**src/asrp_pkg.sv**
```systemverilog
// shared constants and types for the serial result port
package asrp_pkg;

    // result word and buffering
    localparam int RESULT_W   = 16;
    localparam int FIFO_DEPTH = 16;

    // bits per serial frame, one result per frame
    localparam logic [4:0] BITS_PER_FRAME = 5'h10;
    localparam logic [4:0] LAST_BIT       = 5'h0F;

    // system clock
    localparam int CLK_PERIOD_NS = 100;

    // generated bit clock periods; read-during-convert runs slower
    localparam int MST_BIT_RAC_NS = 400;
    localparam int MST_BIT_RDC_NS = 800;

    // quarter bit period in clock cycles, rounded down, at least one
    localparam int MST_QTR_RAC_INT = (MST_BIT_RAC_NS < 4 * CLK_PERIOD_NS) ? 1 :
                                     MST_BIT_RAC_NS / (4 * CLK_PERIOD_NS);
    localparam int MST_QTR_RDC_INT = (MST_BIT_RDC_NS < 4 * CLK_PERIOD_NS) ? 1 :
                                     MST_BIT_RDC_NS / (4 * CLK_PERIOD_NS);
    localparam logic [2:0] MST_QTR_RAC = 3'(MST_QTR_RAC_INT);
    localparam logic [2:0] MST_QTR_RDC = 3'(MST_QTR_RDC_INT);

    // positions of the sampled pins in the synchroniser vector
    localparam int PIN_CS_B     = 0;
    localparam int PIN_RD_B     = 1;
    localparam int PIN_SCLK     = 2;
    localparam int PIN_MODE     = 3;
    localparam int PIN_PTYPE    = 4;
    localparam int PIN_CLKSRC   = 5;
    localparam int PIN_CLKPOL   = 6;
    localparam int PIN_FMPOL    = 7;
    localparam int PIN_CODING   = 8;
    localparam int PIN_NUM      = 9;

    // pin reset values: selects deasserted, everything else low
    localparam logic [8:0] PIN_RST = 9'h003;

    // reset values
    localparam logic [15:0] WORD_RST = 16'h0000;

    typedef enum logic [1:0] {
        ST_IDLE,
        ST_MASTER,
        ST_SLAVE,
        ST_WAIT
    } asrp_state_e;

endpackage : asrp_pkg

```
**src/asrp_fifo_if.sv**
```systemverilog
// valid/ready carrier between the port logic and its result buffer
`timescale 1ns/1ps
interface asrp_fifo_if #(
    parameter int W = 16
);
    logic         push_valid;
    logic         push_ready;
    logic [W-1:0] push_data;
    logic         pop_valid;
    logic         pop_ready;
    logic [W-1:0] pop_data;

    modport fifo_side (
        input  push_valid,
        output push_ready,
        input  push_data,
        output pop_valid,
        input  pop_ready,
        output pop_data
    );

    modport user_side (
        output push_valid,
        input  push_ready,
        output push_data,
        input  pop_valid,
        output pop_ready,
        input  pop_data
    );
endinterface : asrp_fifo_if

```
**src/asrp_fifo.sv**
```systemverilog
// result buffer with valid and ready on both sides
`timescale 1ns/1ps
module asrp_fifo #(
    parameter int W = 16,
    parameter int D = 16
) (
    input  wire logic        i_clock,
    input  wire logic        i_rst_b,
    asrp_fifo_if.fifo_side   f
);
    localparam int PW = $clog2(D);

    typedef struct packed {
        logic [D-1:0][W-1:0] mem;
        logic [PW-1:0]       wr_ptr;
        logic [PW-1:0]       rd_ptr;
        logic [PW:0]         count;
    } asrp_fifo_s;

    asrp_fifo_s q;
    asrp_fifo_s d;
    logic       do_push;
    logic       do_pop;

    // full and empty come straight from the count flop
    assign f.push_ready = (q.count != (PW+1)'(D));
    assign f.pop_valid  = (q.count != '0);
    assign f.pop_data   = q.mem[q.rd_ptr];

    always_comb begin
        d       = q;
        do_push = f.push_valid && f.push_ready;
        do_pop  = f.pop_ready && f.pop_valid;
        if (do_push) begin
            d.mem[q.wr_ptr] = f.push_data;
            d.wr_ptr        = (q.wr_ptr == PW'(D - 1)) ? '0 : q.wr_ptr + 1'b1;
        end
        if (do_pop) begin
            d.rd_ptr = (q.rd_ptr == PW'(D - 1)) ? '0 : q.rd_ptr + 1'b1;
        end
        if (do_push && !do_pop) begin
            d.count = q.count + 1'b1;
        end else if (do_pop && !do_push) begin
            d.count = q.count - 1'b1;
        end
    end

    always_ff @(posedge i_clock or negedge i_rst_b) begin
        if (!i_rst_b) begin
            q <= '0;
        end else begin
            q <= d;
        end
    end

endmodule : asrp_fifo

```
**src/asrp_port.sv**
```systemverilog
// serial result port of a 16-bit sampling converter, shared with the parallel bus
// Summary of operation
// [RL1] port type select high: pins act as serial port; low: parallel bits.
// [RL2] master, read-during-convert high: previous result shifts during conversion, slower clock.
// [RL3] master, read-during-convert low: current result shifts only after conversion ends.
// [RL4] slave: daisy-chain level appears on serial output 16 bit clocks after start.
// [RL5] results leave the shift register most significant bit first.
// [RL6] serial coding follows the output coding select level.
// [RL7] master: each output bit stable across both generated clock edges.
// [RL8] slave, clock polarity low: output changes on rising edge.
// [RL9] slave, clock polarity high: output changes on falling edge.
// [RL10] bit clock pin is output in master, input in slave.
// [RL11] master, marker polarity low: frame marker high while bits are valid.
// [RL12] master, marker polarity high: frame marker low while bits are valid.
// [RL13] clock source low: device is master; high: slave on gated host clock.
// [RL14] clock polarity select inverts bit clock sense in every serial mode.
// [RL15] coding high: straight binary; low: most significant bit inverted.
// [RL16] slave: conversion ending mid-read discards data and pulses incomplete read flag.
// [RL17] one 16-bit result per frame; marker goes inactive after last bit.
`timescale 1ns/1ps
module asrp_port (
    input  wire logic        i_clock,
    input  wire logic        i_rst_b,
    input  wire logic        i_port_type_select,
    input  wire logic        i_clock_source_select,
    input  wire logic        i_clock_polarity_select,
    input  wire logic        i_frame_marker_polarity_select,
    input  wire logic        i_output_coding_select,
    input  wire logic        i_read_during_convert_select,
    input  wire logic        i_cs_b,
    input  wire logic        i_rd_b,
    input  wire logic        i_bit_clock,
    input  wire logic [15:0] i_result,
    input  wire logic        i_result_valid,
    input  wire logic        i_converting,
    output logic             o_result_ready,
    output logic             o_bit_clock,
    output logic             o_bit_clock_oe,
    output logic             o_serial_result_output,
    output logic             o_serial_result_output_oe,
    output logic             o_frame_marker,
    output logic             o_frame_marker_oe,
    output logic             o_incomplete_read_flag,
    output logic [15:0]      o_parallel_data,
    output logic             o_parallel_data_oe
);

    typedef struct packed {
        logic [8:0]             s1;
        logic [8:0]             s2;
        logic [8:0]             s3;
        logic [8:0]             filt;
        logic                   rd_on_prev;
        asrp_pkg::asrp_state_e  state;
        logic [15:0]            sr;
        logic [4:0]             bitcnt;
        logic [4:0]             phase;
        logic [2:0]             qtr;
        logic                   mclk;
        logic                   fm_act;
        logic                   sclk_o;
        logic                   sclk_oe;
        logic                   sd_oe;
        logic                   fm_o;
        logic                   fm_oe;
        logic                   err;
        logic [15:0]            par;
        logic                   par_oe;
        logic                   rdy;
    } asrp_port_s;

    asrp_port_s q;
    asrp_port_s d;

    asrp_fifo_if #(.W(asrp_pkg::RESULT_W)) fifo_bus ();

    asrp_fifo #(
        .W (asrp_pkg::RESULT_W),
        .D (asrp_pkg::FIFO_DEPTH)
    ) u_fifo (
        .i_clock (i_clock),
        .i_rst_b (i_rst_b),
        .f       (fifo_bus.fifo_side)
    );

    logic [8:0]  pins;
    logic        rd_on;
    logic        serial;
    logic        master;
    logic        read_during_convert_select;
    logic        daisy;
    logic        clkpol;
    logic        pushed;
    logic        sclk_rise;
    logic        sclk_fall;
    logic        upd;
    logic        pop;
    logic [15:0] coded;
    logic [4:0]  per;
    logic [4:0]  hi_end;
    logic [4:0]  np;

    // all pins are asynchronous to i_clock and pass three flops
    always_comb begin
        pins                        = '0;
        pins[asrp_pkg::PIN_CS_B]   = i_cs_b;
        pins[asrp_pkg::PIN_RD_B]   = i_rd_b;
        pins[asrp_pkg::PIN_SCLK]   = i_bit_clock;
        pins[asrp_pkg::PIN_MODE]   = i_read_during_convert_select;
        pins[asrp_pkg::PIN_PTYPE]  = i_port_type_select;
        pins[asrp_pkg::PIN_CLKSRC] = i_clock_source_select;
        pins[asrp_pkg::PIN_CLKPOL] = i_clock_polarity_select;
        pins[asrp_pkg::PIN_FMPOL]  = i_frame_marker_polarity_select;
        pins[asrp_pkg::PIN_CODING] = i_output_coding_select;
    end

    assign fifo_bus.push_valid = i_result_valid;
    assign fifo_bus.push_data  = i_result;
    assign fifo_bus.pop_ready  = pop;

    always_comb begin
        d    = q;
        pop  = 1'b0;
        d.s1 = pins;
        d.s2 = q.s1;
        d.s3 = q.s2;
        // a pin change counts once the second and third stages agree
        for (int i = 0; i < asrp_pkg::PIN_NUM; i++) begin
            if (q.s2[i] == q.s3[i]) begin
                d.filt[i] = q.s3[i];
            end
        end

        rd_on     = !q.filt[asrp_pkg::PIN_CS_B] && !q.filt[asrp_pkg::PIN_RD_B];
        serial    = q.filt[asrp_pkg::PIN_PTYPE];                           // [RL1]
        master    = !q.filt[asrp_pkg::PIN_CLKSRC];                         // [RL13]
        read_during_convert_select       = q.filt[asrp_pkg::PIN_MODE];
        daisy     = q.filt[asrp_pkg::PIN_MODE];
        clkpol    = q.filt[asrp_pkg::PIN_CLKPOL];
        pushed    = i_result_valid && fifo_bus.push_ready;
        // edge taken as the filter flips: one cycle less lag inside a host half period
        sclk_rise = q.s2[asrp_pkg::PIN_SCLK] && q.s3[asrp_pkg::PIN_SCLK]
                    && !q.filt[asrp_pkg::PIN_SCLK];
        sclk_fall = !q.s2[asrp_pkg::PIN_SCLK] && !q.s3[asrp_pkg::PIN_SCLK]
                    && q.filt[asrp_pkg::PIN_SCLK];
        upd       = clkpol ? sclk_fall : sclk_rise;                        // [RL8] [RL9]

        // straight binary or msb inverted for two's complement
        coded = q.filt[asrp_pkg::PIN_CODING] ? fifo_bus.pop_data :
                {~fifo_bus.pop_data[15], fifo_bus.pop_data[14:0]};          // [RL6] [RL15]

        // master bit: low quarter, two high quarters, low quarter
        per    = {q.qtr, 2'b00};
        hi_end = per - {2'b00, q.qtr};
        np     = (q.phase == per - 5'h01) ? 5'h00 : q.phase + 5'h01;

        d.rd_on_prev = rd_on;
        d.err        = 1'b0;

        case (q.state)
            asrp_pkg::ST_IDLE: begin
                d.fm_act = 1'b0;
                d.mclk   = 1'b0;
                d.bitcnt = 5'h00;
                d.phase  = 5'h00;
                if (serial && rd_on && fifo_bus.pop_valid) begin
                    if (master) begin
                        // after-convert reads wait for the conversion to end
                        if (read_during_convert_select || !i_converting) begin                    // [RL2] [RL3]
                            pop      = 1'b1;
                            d.sr     = coded;                               // [RL5]
                            d.qtr    = read_during_convert_select ? asrp_pkg::MST_QTR_RDC :
                                             asrp_pkg::MST_QTR_RAC;         // [RL2]
                            d.fm_act = 1'b1;                                // [RL11] [RL12]
                            d.state  = asrp_pkg::ST_MASTER;
                        end
                    end else begin
                        pop     = 1'b1;
                        d.sr    = coded;                                    // [RL5]
                        d.state = asrp_pkg::ST_SLAVE;
                    end
                end
            end
            asrp_pkg::ST_MASTER: begin
                d.phase = np;
                // data moves only at the bit start, away from both edges
                d.mclk  = (np >= {2'b00, q.qtr}) && (np < hi_end);         // [RL7]
                if (np == 5'h00) begin
                    if (q.bitcnt == asrp_pkg::LAST_BIT) begin
                        d.fm_act = 1'b0;                                    // [RL17]
                        d.mclk   = 1'b0;
                        d.state  = asrp_pkg::ST_WAIT;
                    end else begin
                        d.sr     = {q.sr[14:0], 1'b0};                      // [RL5]
                        d.bitcnt = q.bitcnt + 5'h01;
                    end
                end
                if (!serial || !master) begin
                    d.fm_act = 1'b0;
                    d.mclk   = 1'b0;
                    d.state  = asrp_pkg::ST_IDLE;
                end
            end
            asrp_pkg::ST_SLAVE: begin
                // the host clock only counts while the port is selected
                if (!rd_on || !serial || master) begin
                    d.state = asrp_pkg::ST_IDLE;
                end else begin
                    if (upd) begin
                        d.sr = {q.sr[14:0], daisy};                        // [RL4]
                        if (q.bitcnt != asrp_pkg::BITS_PER_FRAME) begin
                            d.bitcnt = q.bitcnt + 5'h01;
                        end
                    end
                    // a result landing mid-read kills the read in progress
                    if (pushed && (q.bitcnt != asrp_pkg::BITS_PER_FRAME)) begin
                        d.err   = 1'b1;                                     // [RL16]
                        d.sr    = asrp_pkg::WORD_RST;
                        d.state = asrp_pkg::ST_WAIT;
                    end
                end
            end
            asrp_pkg::ST_WAIT: begin
                // one result per selection; deselect to start another
                d.fm_act = 1'b0;
                d.mclk   = 1'b0;
                if (!rd_on) begin
                    d.state = asrp_pkg::ST_IDLE;                            // [RL17]
                end
            end
            default: begin
                d.state = asrp_pkg::ST_IDLE;
            end
        endcase

        // parallel reads drain one result per read strobe
        if (!serial && q.rd_on_prev && !rd_on && fifo_bus.pop_valid) begin
            pop = 1'b1;                                                     // [RL1]
        end

        d.sclk_o  = d.mclk ^ clkpol;                                        // [RL14]
        d.sclk_oe = serial && master;                                       // [RL10]
        d.fm_o    = d.fm_act ^ q.filt[asrp_pkg::PIN_FMPOL];                 // [RL11] [RL12]
        d.fm_oe   = serial && master;
        d.sd_oe   = serial && rd_on;                                        // [RL1]
        d.par     = coded;
        d.par_oe  = !serial && rd_on;                                       // [RL1]
        d.rdy     = fifo_bus.push_ready;
    end

    always_ff @(posedge i_clock or negedge i_rst_b) begin
        if (!i_rst_b) begin
            q            <= '0;
            q.s1         <= asrp_pkg::PIN_RST;
            q.s2         <= asrp_pkg::PIN_RST;
            q.s3         <= asrp_pkg::PIN_RST;
            q.filt       <= asrp_pkg::PIN_RST;
            q.state      <= asrp_pkg::ST_IDLE;
            q.sr         <= asrp_pkg::WORD_RST;
            q.par        <= asrp_pkg::WORD_RST;
            q.qtr        <= asrp_pkg::MST_QTR_RAC;
            q.rdy        <= 1'b0;
        end else begin
            q <= d;
        end
    end

    // every output is a flop of the state struct
    assign o_result_ready            = q.rdy;
    assign o_bit_clock               = q.sclk_o;
    assign o_bit_clock_oe            = q.sclk_oe;
    assign o_serial_result_output    = q.sr[15];
    assign o_serial_result_output_oe = q.sd_oe;
    assign o_frame_marker            = q.fm_o;
    assign o_frame_marker_oe         = q.fm_oe;
    assign o_incomplete_read_flag    = q.err;
    assign o_parallel_data           = q.par;
    assign o_parallel_data_oe        = q.par_oe;

endmodule : asrp_port

```
**config.mk**
```make
export PLATFORM = sky130hd
export DESIGN_NAME = asrp_port
export DESIGN_NICKNAME = d
export VERILOG_FILES = /design/src/asrp_pkg.sv /design/src/asrp_fifo_if.sv /design/src/asrp_fifo.sv /design/src/asrp_port.sv
export SDC_FILE = /design/constraint.sdc
export NUM_CORES = 1
export LEC_CHECK = 0
export BUFFER_PORTS_ARGS = -buffer_cell sky130_fd_sc_hd__buf_4
export CORE_MARGIN = 2
export CORE_UTILIZATION = 35
export DETAILED_ROUTE_END_ITERATION = 7
export MAX_ROUTING_LAYER = met4
export PLACE_DENSITY = 0.62
export SLEW_MARGIN = 10
export SYNTH_ARGS = -nofsm -noshare
export SYNTH_HDL_FRONTEND = slang
export SYNTH_SLANG_ARGS = --single-unit
```
**constraint.sdc**
```tcl
create_clock -name i_clock -period 3 [get_ports i_clock]
set_input_delay 0.6 -clock i_clock [delete_from_list [all_inputs] [get_ports i_clock]]
set_output_delay 0.6 -clock i_clock [all_outputs]
set_load 0.02 [all_outputs]
```
After elaboration in Yosys (flattened, before gate mapping)
Index checks and enable logic that the tools add are counted.

cells by class
  multiply operators = 0
  order comparisons = 5
  shift operators = 0
  bitwise gates (word level) = 4
  div/mod/pow operators = 0
  reductions and logical operators = 44
  $add $sub $neg = 8
  equality and inequality tests = 30
  muxes and demuxes = 43

operators by type and width
  operator                                                              count
  256-bit bitwise mux                                                   1
  18-bit 2-to-1 mux                                                     4
  16-bit binary-select mux with 4-bit select                            1
  16-bit demux with 4-bit select                                        1
  21-bit 2-to-1 mux                                                     3
  21-bit one-hot mux with 3 select lines                                1
  16-bit 2-to-1 mux                                                     3
  23-bit 2-to-1 mux                                                     1
  5-bit 2-to-1 mux                                                      4
  1-bit logical AND                                                     19
  2-bit 2-to-1 mux                                                      8
  5-bit by 1-bit adder with 5-bit output, second input constant         3
  3-bit != test, second input constant                                  5
  2-bit != test, second input constant                                  7
  6-bit AND reduction                                                   2
  1-bit zero test                                                       11
  1-bit 2-to-1 mux                                                      11
  4-bit by 5-bit < comparator with 1-bit output, second input constant  2
  5-bit != test, second input constant                                  2
  5-bit one-hot mux with 2 select lines                                 1
  5-bit by 1-bit subtractor with 5-bit output, second input constant    2
  1-bit equality test                                                   9
  4-bit by 1-bit adder with 4-bit output, second input constant         2
  4-bit equality test, second input constant                            2
  other kinds (21)                                                      29

storage, ports and cells
  RAM bits = 0
  memories kept = 0
  register bits after elaboration = 362
  bits in latches = 0
  ROM bits = 0

Depth between registers and ports, before layout
  depth after elaboration = 11
  mapped depth = 14
  depth with buffers taken out = 14

Cells and area by module
From an unflattened synthesis, not the netlist that was laid out.

second synthesis, totals
  cells, all modules = 1171
  area, all modules = 17052.6 µm²

by module, submodules not included
  module     instances  area an instance (µm²)  cells an instance
  asrp_fifo  1          13096.3                 846
  asrp_port  1          3956.3                  325

Least setup slack after synthesis
Ideal clock, no wire load.

  path kind = flip-flop to flip-flop
  start = register q, in the netlist per[2]
  end = register q, in the netlist o_bit_clock
  cell stages (with the launch flop) = 13
  arrival = 2.745 ns
  setup time = 0.079 ns
  slack = 0.176 ns
  clock period less this slack = 2.824 ns
  cells stage by stage = dfstp_2 inv_1 ha_1 xor2_1 and4_1 buf_6 nor2_1 ha_1 o21ai_0 a21oi_1 or4_1 o21ai_2 xor2_1

RTL lines
  what             RTL line         text
  start, declared  asrp_port.sv:72  asrp_port_s q;

==> results_dict.tcl <==
set metrics [dict create \
    cts_root_buf "clkbuf_16" \
    num_rows 78 \
    seq_area_frac_synth_pct 55.8 \
    critical_path.top_delay_family "simple AND/OR/NAND/NOR gates" \
    placeableCoreArea_mm2 0.0456 \
    fin_ws_ns 0.186 \
    period_needed_ns 2.81 \
    hold-worst-slack_ns 0.149 \
    avgSynthCellArea_um2 14.8 \
    dp_hpwl_um 22400 \
    clock_latency_ns 0.55 \
    ys.flop_type "dfrtp_1" \
    syn_to_final_growth_pct 15.5 \
    intPower_mw 14.1 \
    cts_max_level 2 \
    synthCells 1098 \
    layout_common_cells "dfrtp_1 (350), mux2_2 (262), buf_4 (88), mux4_2 (76), a21oi_1 (42)" \
    grt_pass1_wl_um 56600 \
    final_common_cell "dfrtp_1" \
    fill_cells 4152 \
    dr_total_vias 9112 \
    drive_gt1_share_pct 44.9 \
    hold_viol_final 0 \
    pwr-share-comb_pct 37.1 \
    port_buffers 53 \
    dp_cells 1706 \
    grt_setup_unrepaired "false" \
    hp-start "i_frame_marker_polarity_select" \
    min_period_over_period_pct 93.8 \
    fin_tns_setup_ns 0 \
    routed_wl_um 35500 \
    final_util_pct 41.1 \
    p_sw_share_pct 31.5 \
    hold_path.class "in2reg" \
    chipHeight_um 219 \
    start_kind "register" \
    crit_type "reg2reg" \
    fin_skew_ns 0.0211 \
    overflow 0 \
    worst_ep_required_time_ns 3.47 \
    grt_use_total_pct 16.0 \
    post-place-ws_ns 0.0703 \
    die_area_mm2 0.0480 \
    leakagePower_nw 8.26 \
    grt_antenna_before_repair 4 \
    worstPathCellList "inv_1, ha_1, xor2_1, and4_4, or2_2, ha_1, nor2b_1, o21ai_1, a21oi_1, or4_1, o21ai_2, xor2_1" \
    final_cell_count_no_fill 1783 \
    cpPeakStageDelay_ns 0.54 \
    critical_path.slowest_cell "or4_1" \
    synth-edff-count 0 \
    gp_congestion 0.803 \
    cts_tree "done" \
    seq_power_share_pct 39.0 \
    power_density_mw_per_mm2 1100 \
    critPathMaxFanout 5 \
    tightest_slew_ns 0.680 \
    fmax_ghz 0.355 \
    reg2reg_from "per[2]" \
    io_pins 54 \
    p_sw_mw 6.47 \
    grt_max_degree 70 \
    p_total_mw 20.6 \
    finalSetupViolations 0 \
    wl_per_cell_um 19.9 \
    async_flop_share_pct 100 \
    initial_utilization_pct 35.6 \
    syn-num-nets 1155 \
    cp.buffers_inverters 1 \
    cp.arrival_ns 3.28 \
    die_x_um 219 \
    ys_ff_latch 361 \
    final_design_area_no_fill_mm2 0.0187 \
    netlist_area_mm2 0.0162 \
    cts_buffer_depth 3 \
    place_area_mm2 0.0173 \
    yosysWarnings 0 \
    clkPwrFrac_pct 23.9 \
    status "finished, final reports clean" \
    maxCapViolCount 0 \
    drc 0 \
    viasPerCell 5.11 \
    cts_buffers 40 \
    drt-initial-drc-count 624 \
    cts_sinks 361 \
    grt_pass1_vias 9683 \
    drt_first_pass_iters 4 \
    antenna_left 0 \
    slew_viol_final 0 \
    end_kind "register" \
    nets 1206 \
    slew_headroom_pct 54.1 \
    yosys.cell_types.count 54 \
    clk_pin_slew_ns 0.06 \
    max-vdd-ir-drop_uv 458 \
    critPathLaunch "per[2]" \
]
## what timing repair did
item / in CTS / in global routing
hold buffers: 1 / 0
setup buffers: 0 / 0
endpoints found under the setup margin: 0 / 2
endpoints found under the hold margin: 4 / 0
gates resized for setup: 0 / 5
## metal layers
metal	track usage [%]	wire [µm]	vias to the layer above
met4	4.14	707	0
li1	-	-	4086
met1	21.7	16800	4836
met5	-	0	-
met3	3.17	1540	51
met2	24.6	16500	139
## power groups by stage
stage	Sequential [mW]	Combinational (mW)	Clock [mW]
5_1_grt	8.28	8.35	5.26
3_5_place_dp	8.10	7.71	0
6_report	8.02	7.64	4.92
3_3_place_gp	8.00	7.57	0
4_1_cts	8.02	7.73	5.06
2_1_floorplan	7.65	5.99	0
## cell type report
type | instances | area (µm²) | area share, %
Tap cell | 600 | 751 | 4.01
Antenna cell | 6 | 15.0 | 0.0802
Timing Repair Buffer | 98 | 846 | 4.52
Inverter | 24 | 90.1 | 0.481
Multi-Input combinational cell | 624 | 6630 | 35.5
Sequential cell | 361 | 9050 | 48.4
Clock inverter | 11 | 145 | 0.776
Clock buffer | 59 | 1180 | 6.32
## cell usage after synthesis, types with 2 or more instances
cell / instances / area (µm²)
and3_1: 2 / 12.5
dfrtp_1: 352 / 8810
buf_1: 2 / 7.51
nand4_1: 4 / 25.0
nand3b_1: 2 / 15.0
and2_1: 2 / 12.5
nor3_1: 4 / 20.0
maj3_1: 8 / 80.1
o21a_1: 3 / 22.5
inv_1: 24 / 90.1
clkbuf_1: 34 / 128
dfstp_2: 9 / 236
o21ai_0: 21 / 105
o31ai_1: 2 / 15.0
nand2_1: 31 / 116
nand3_1: 14 / 70.1
buf_2: 34 / 170
nand2b_1: 5 / 31.3
mux4_2: 76 / 1710
xor2_1: 12 / 105
mux2i_1: 6 / 60.1
ha_1: 27 / 338
xnor2_1: 7 / 61.3
nand3_2: 12 / 120
nor2b_1: 20 / 125
o211ai_1: 2 / 15.0
nor2_1: 27 / 101
a22o_1: 3 / 26.3
buf_4: 18 / 135
a311oi_1: 2 / 17.5
a21oi_1: 43 / 215
a21o_1: 4 / 30.0
mux2_2: 262 / 2950
nor4_1: 2 / 12.5
a211oi_1: 2 / 15.0
a211o_1: 2 / 17.5
## cell families after synthesis
kind of cell,Yosys count,synth area share (%)
buf+inv,113,3.34
xor+xnor,19,1.03
fa+ha+maj,36,2.70
flops,361,55.8
simple gates,130,4.34
compound gates,95,3.64
mux,344,29.1
## path summary, 6_finish.rpt
kind	endpoint	slack [ns]	cells past startpoint
worst max-delay path	o_bit_clock	0.19	12
worst min-delay path	d[83]	0.15	1
worst max register to register	o_bit_clock	0.19	12
worst min register to register	d[71]	0.35	0
max in group asynchronous	u_fifo.q[242]	1.61	3
min in group asynchronous	o_parallel_data[10]	0.59	2
## state kept, by name, summed over array words and instances, names as in the netlist, 2 cells and up
signal           flops
per                  2
q                   46
d                   18
u_fifo.q           269
o_parallel_data     16
## worst reg2reg max path: cells and delay by family, from the launching register on
kind | cells | cell delay (ns)
AO/OA/AOI/OAI | 3 | 0.39
AND/OR/NAND/NOR | 4 | 1.00
buffers and inverters | 1 | 0.05
flip-flops | 1 | 0.53
XOR/XNOR | 2 | 0.31
adder cells (fa/ha/maj) | 2 | 0.46
(Power assumes the default switching activity.)
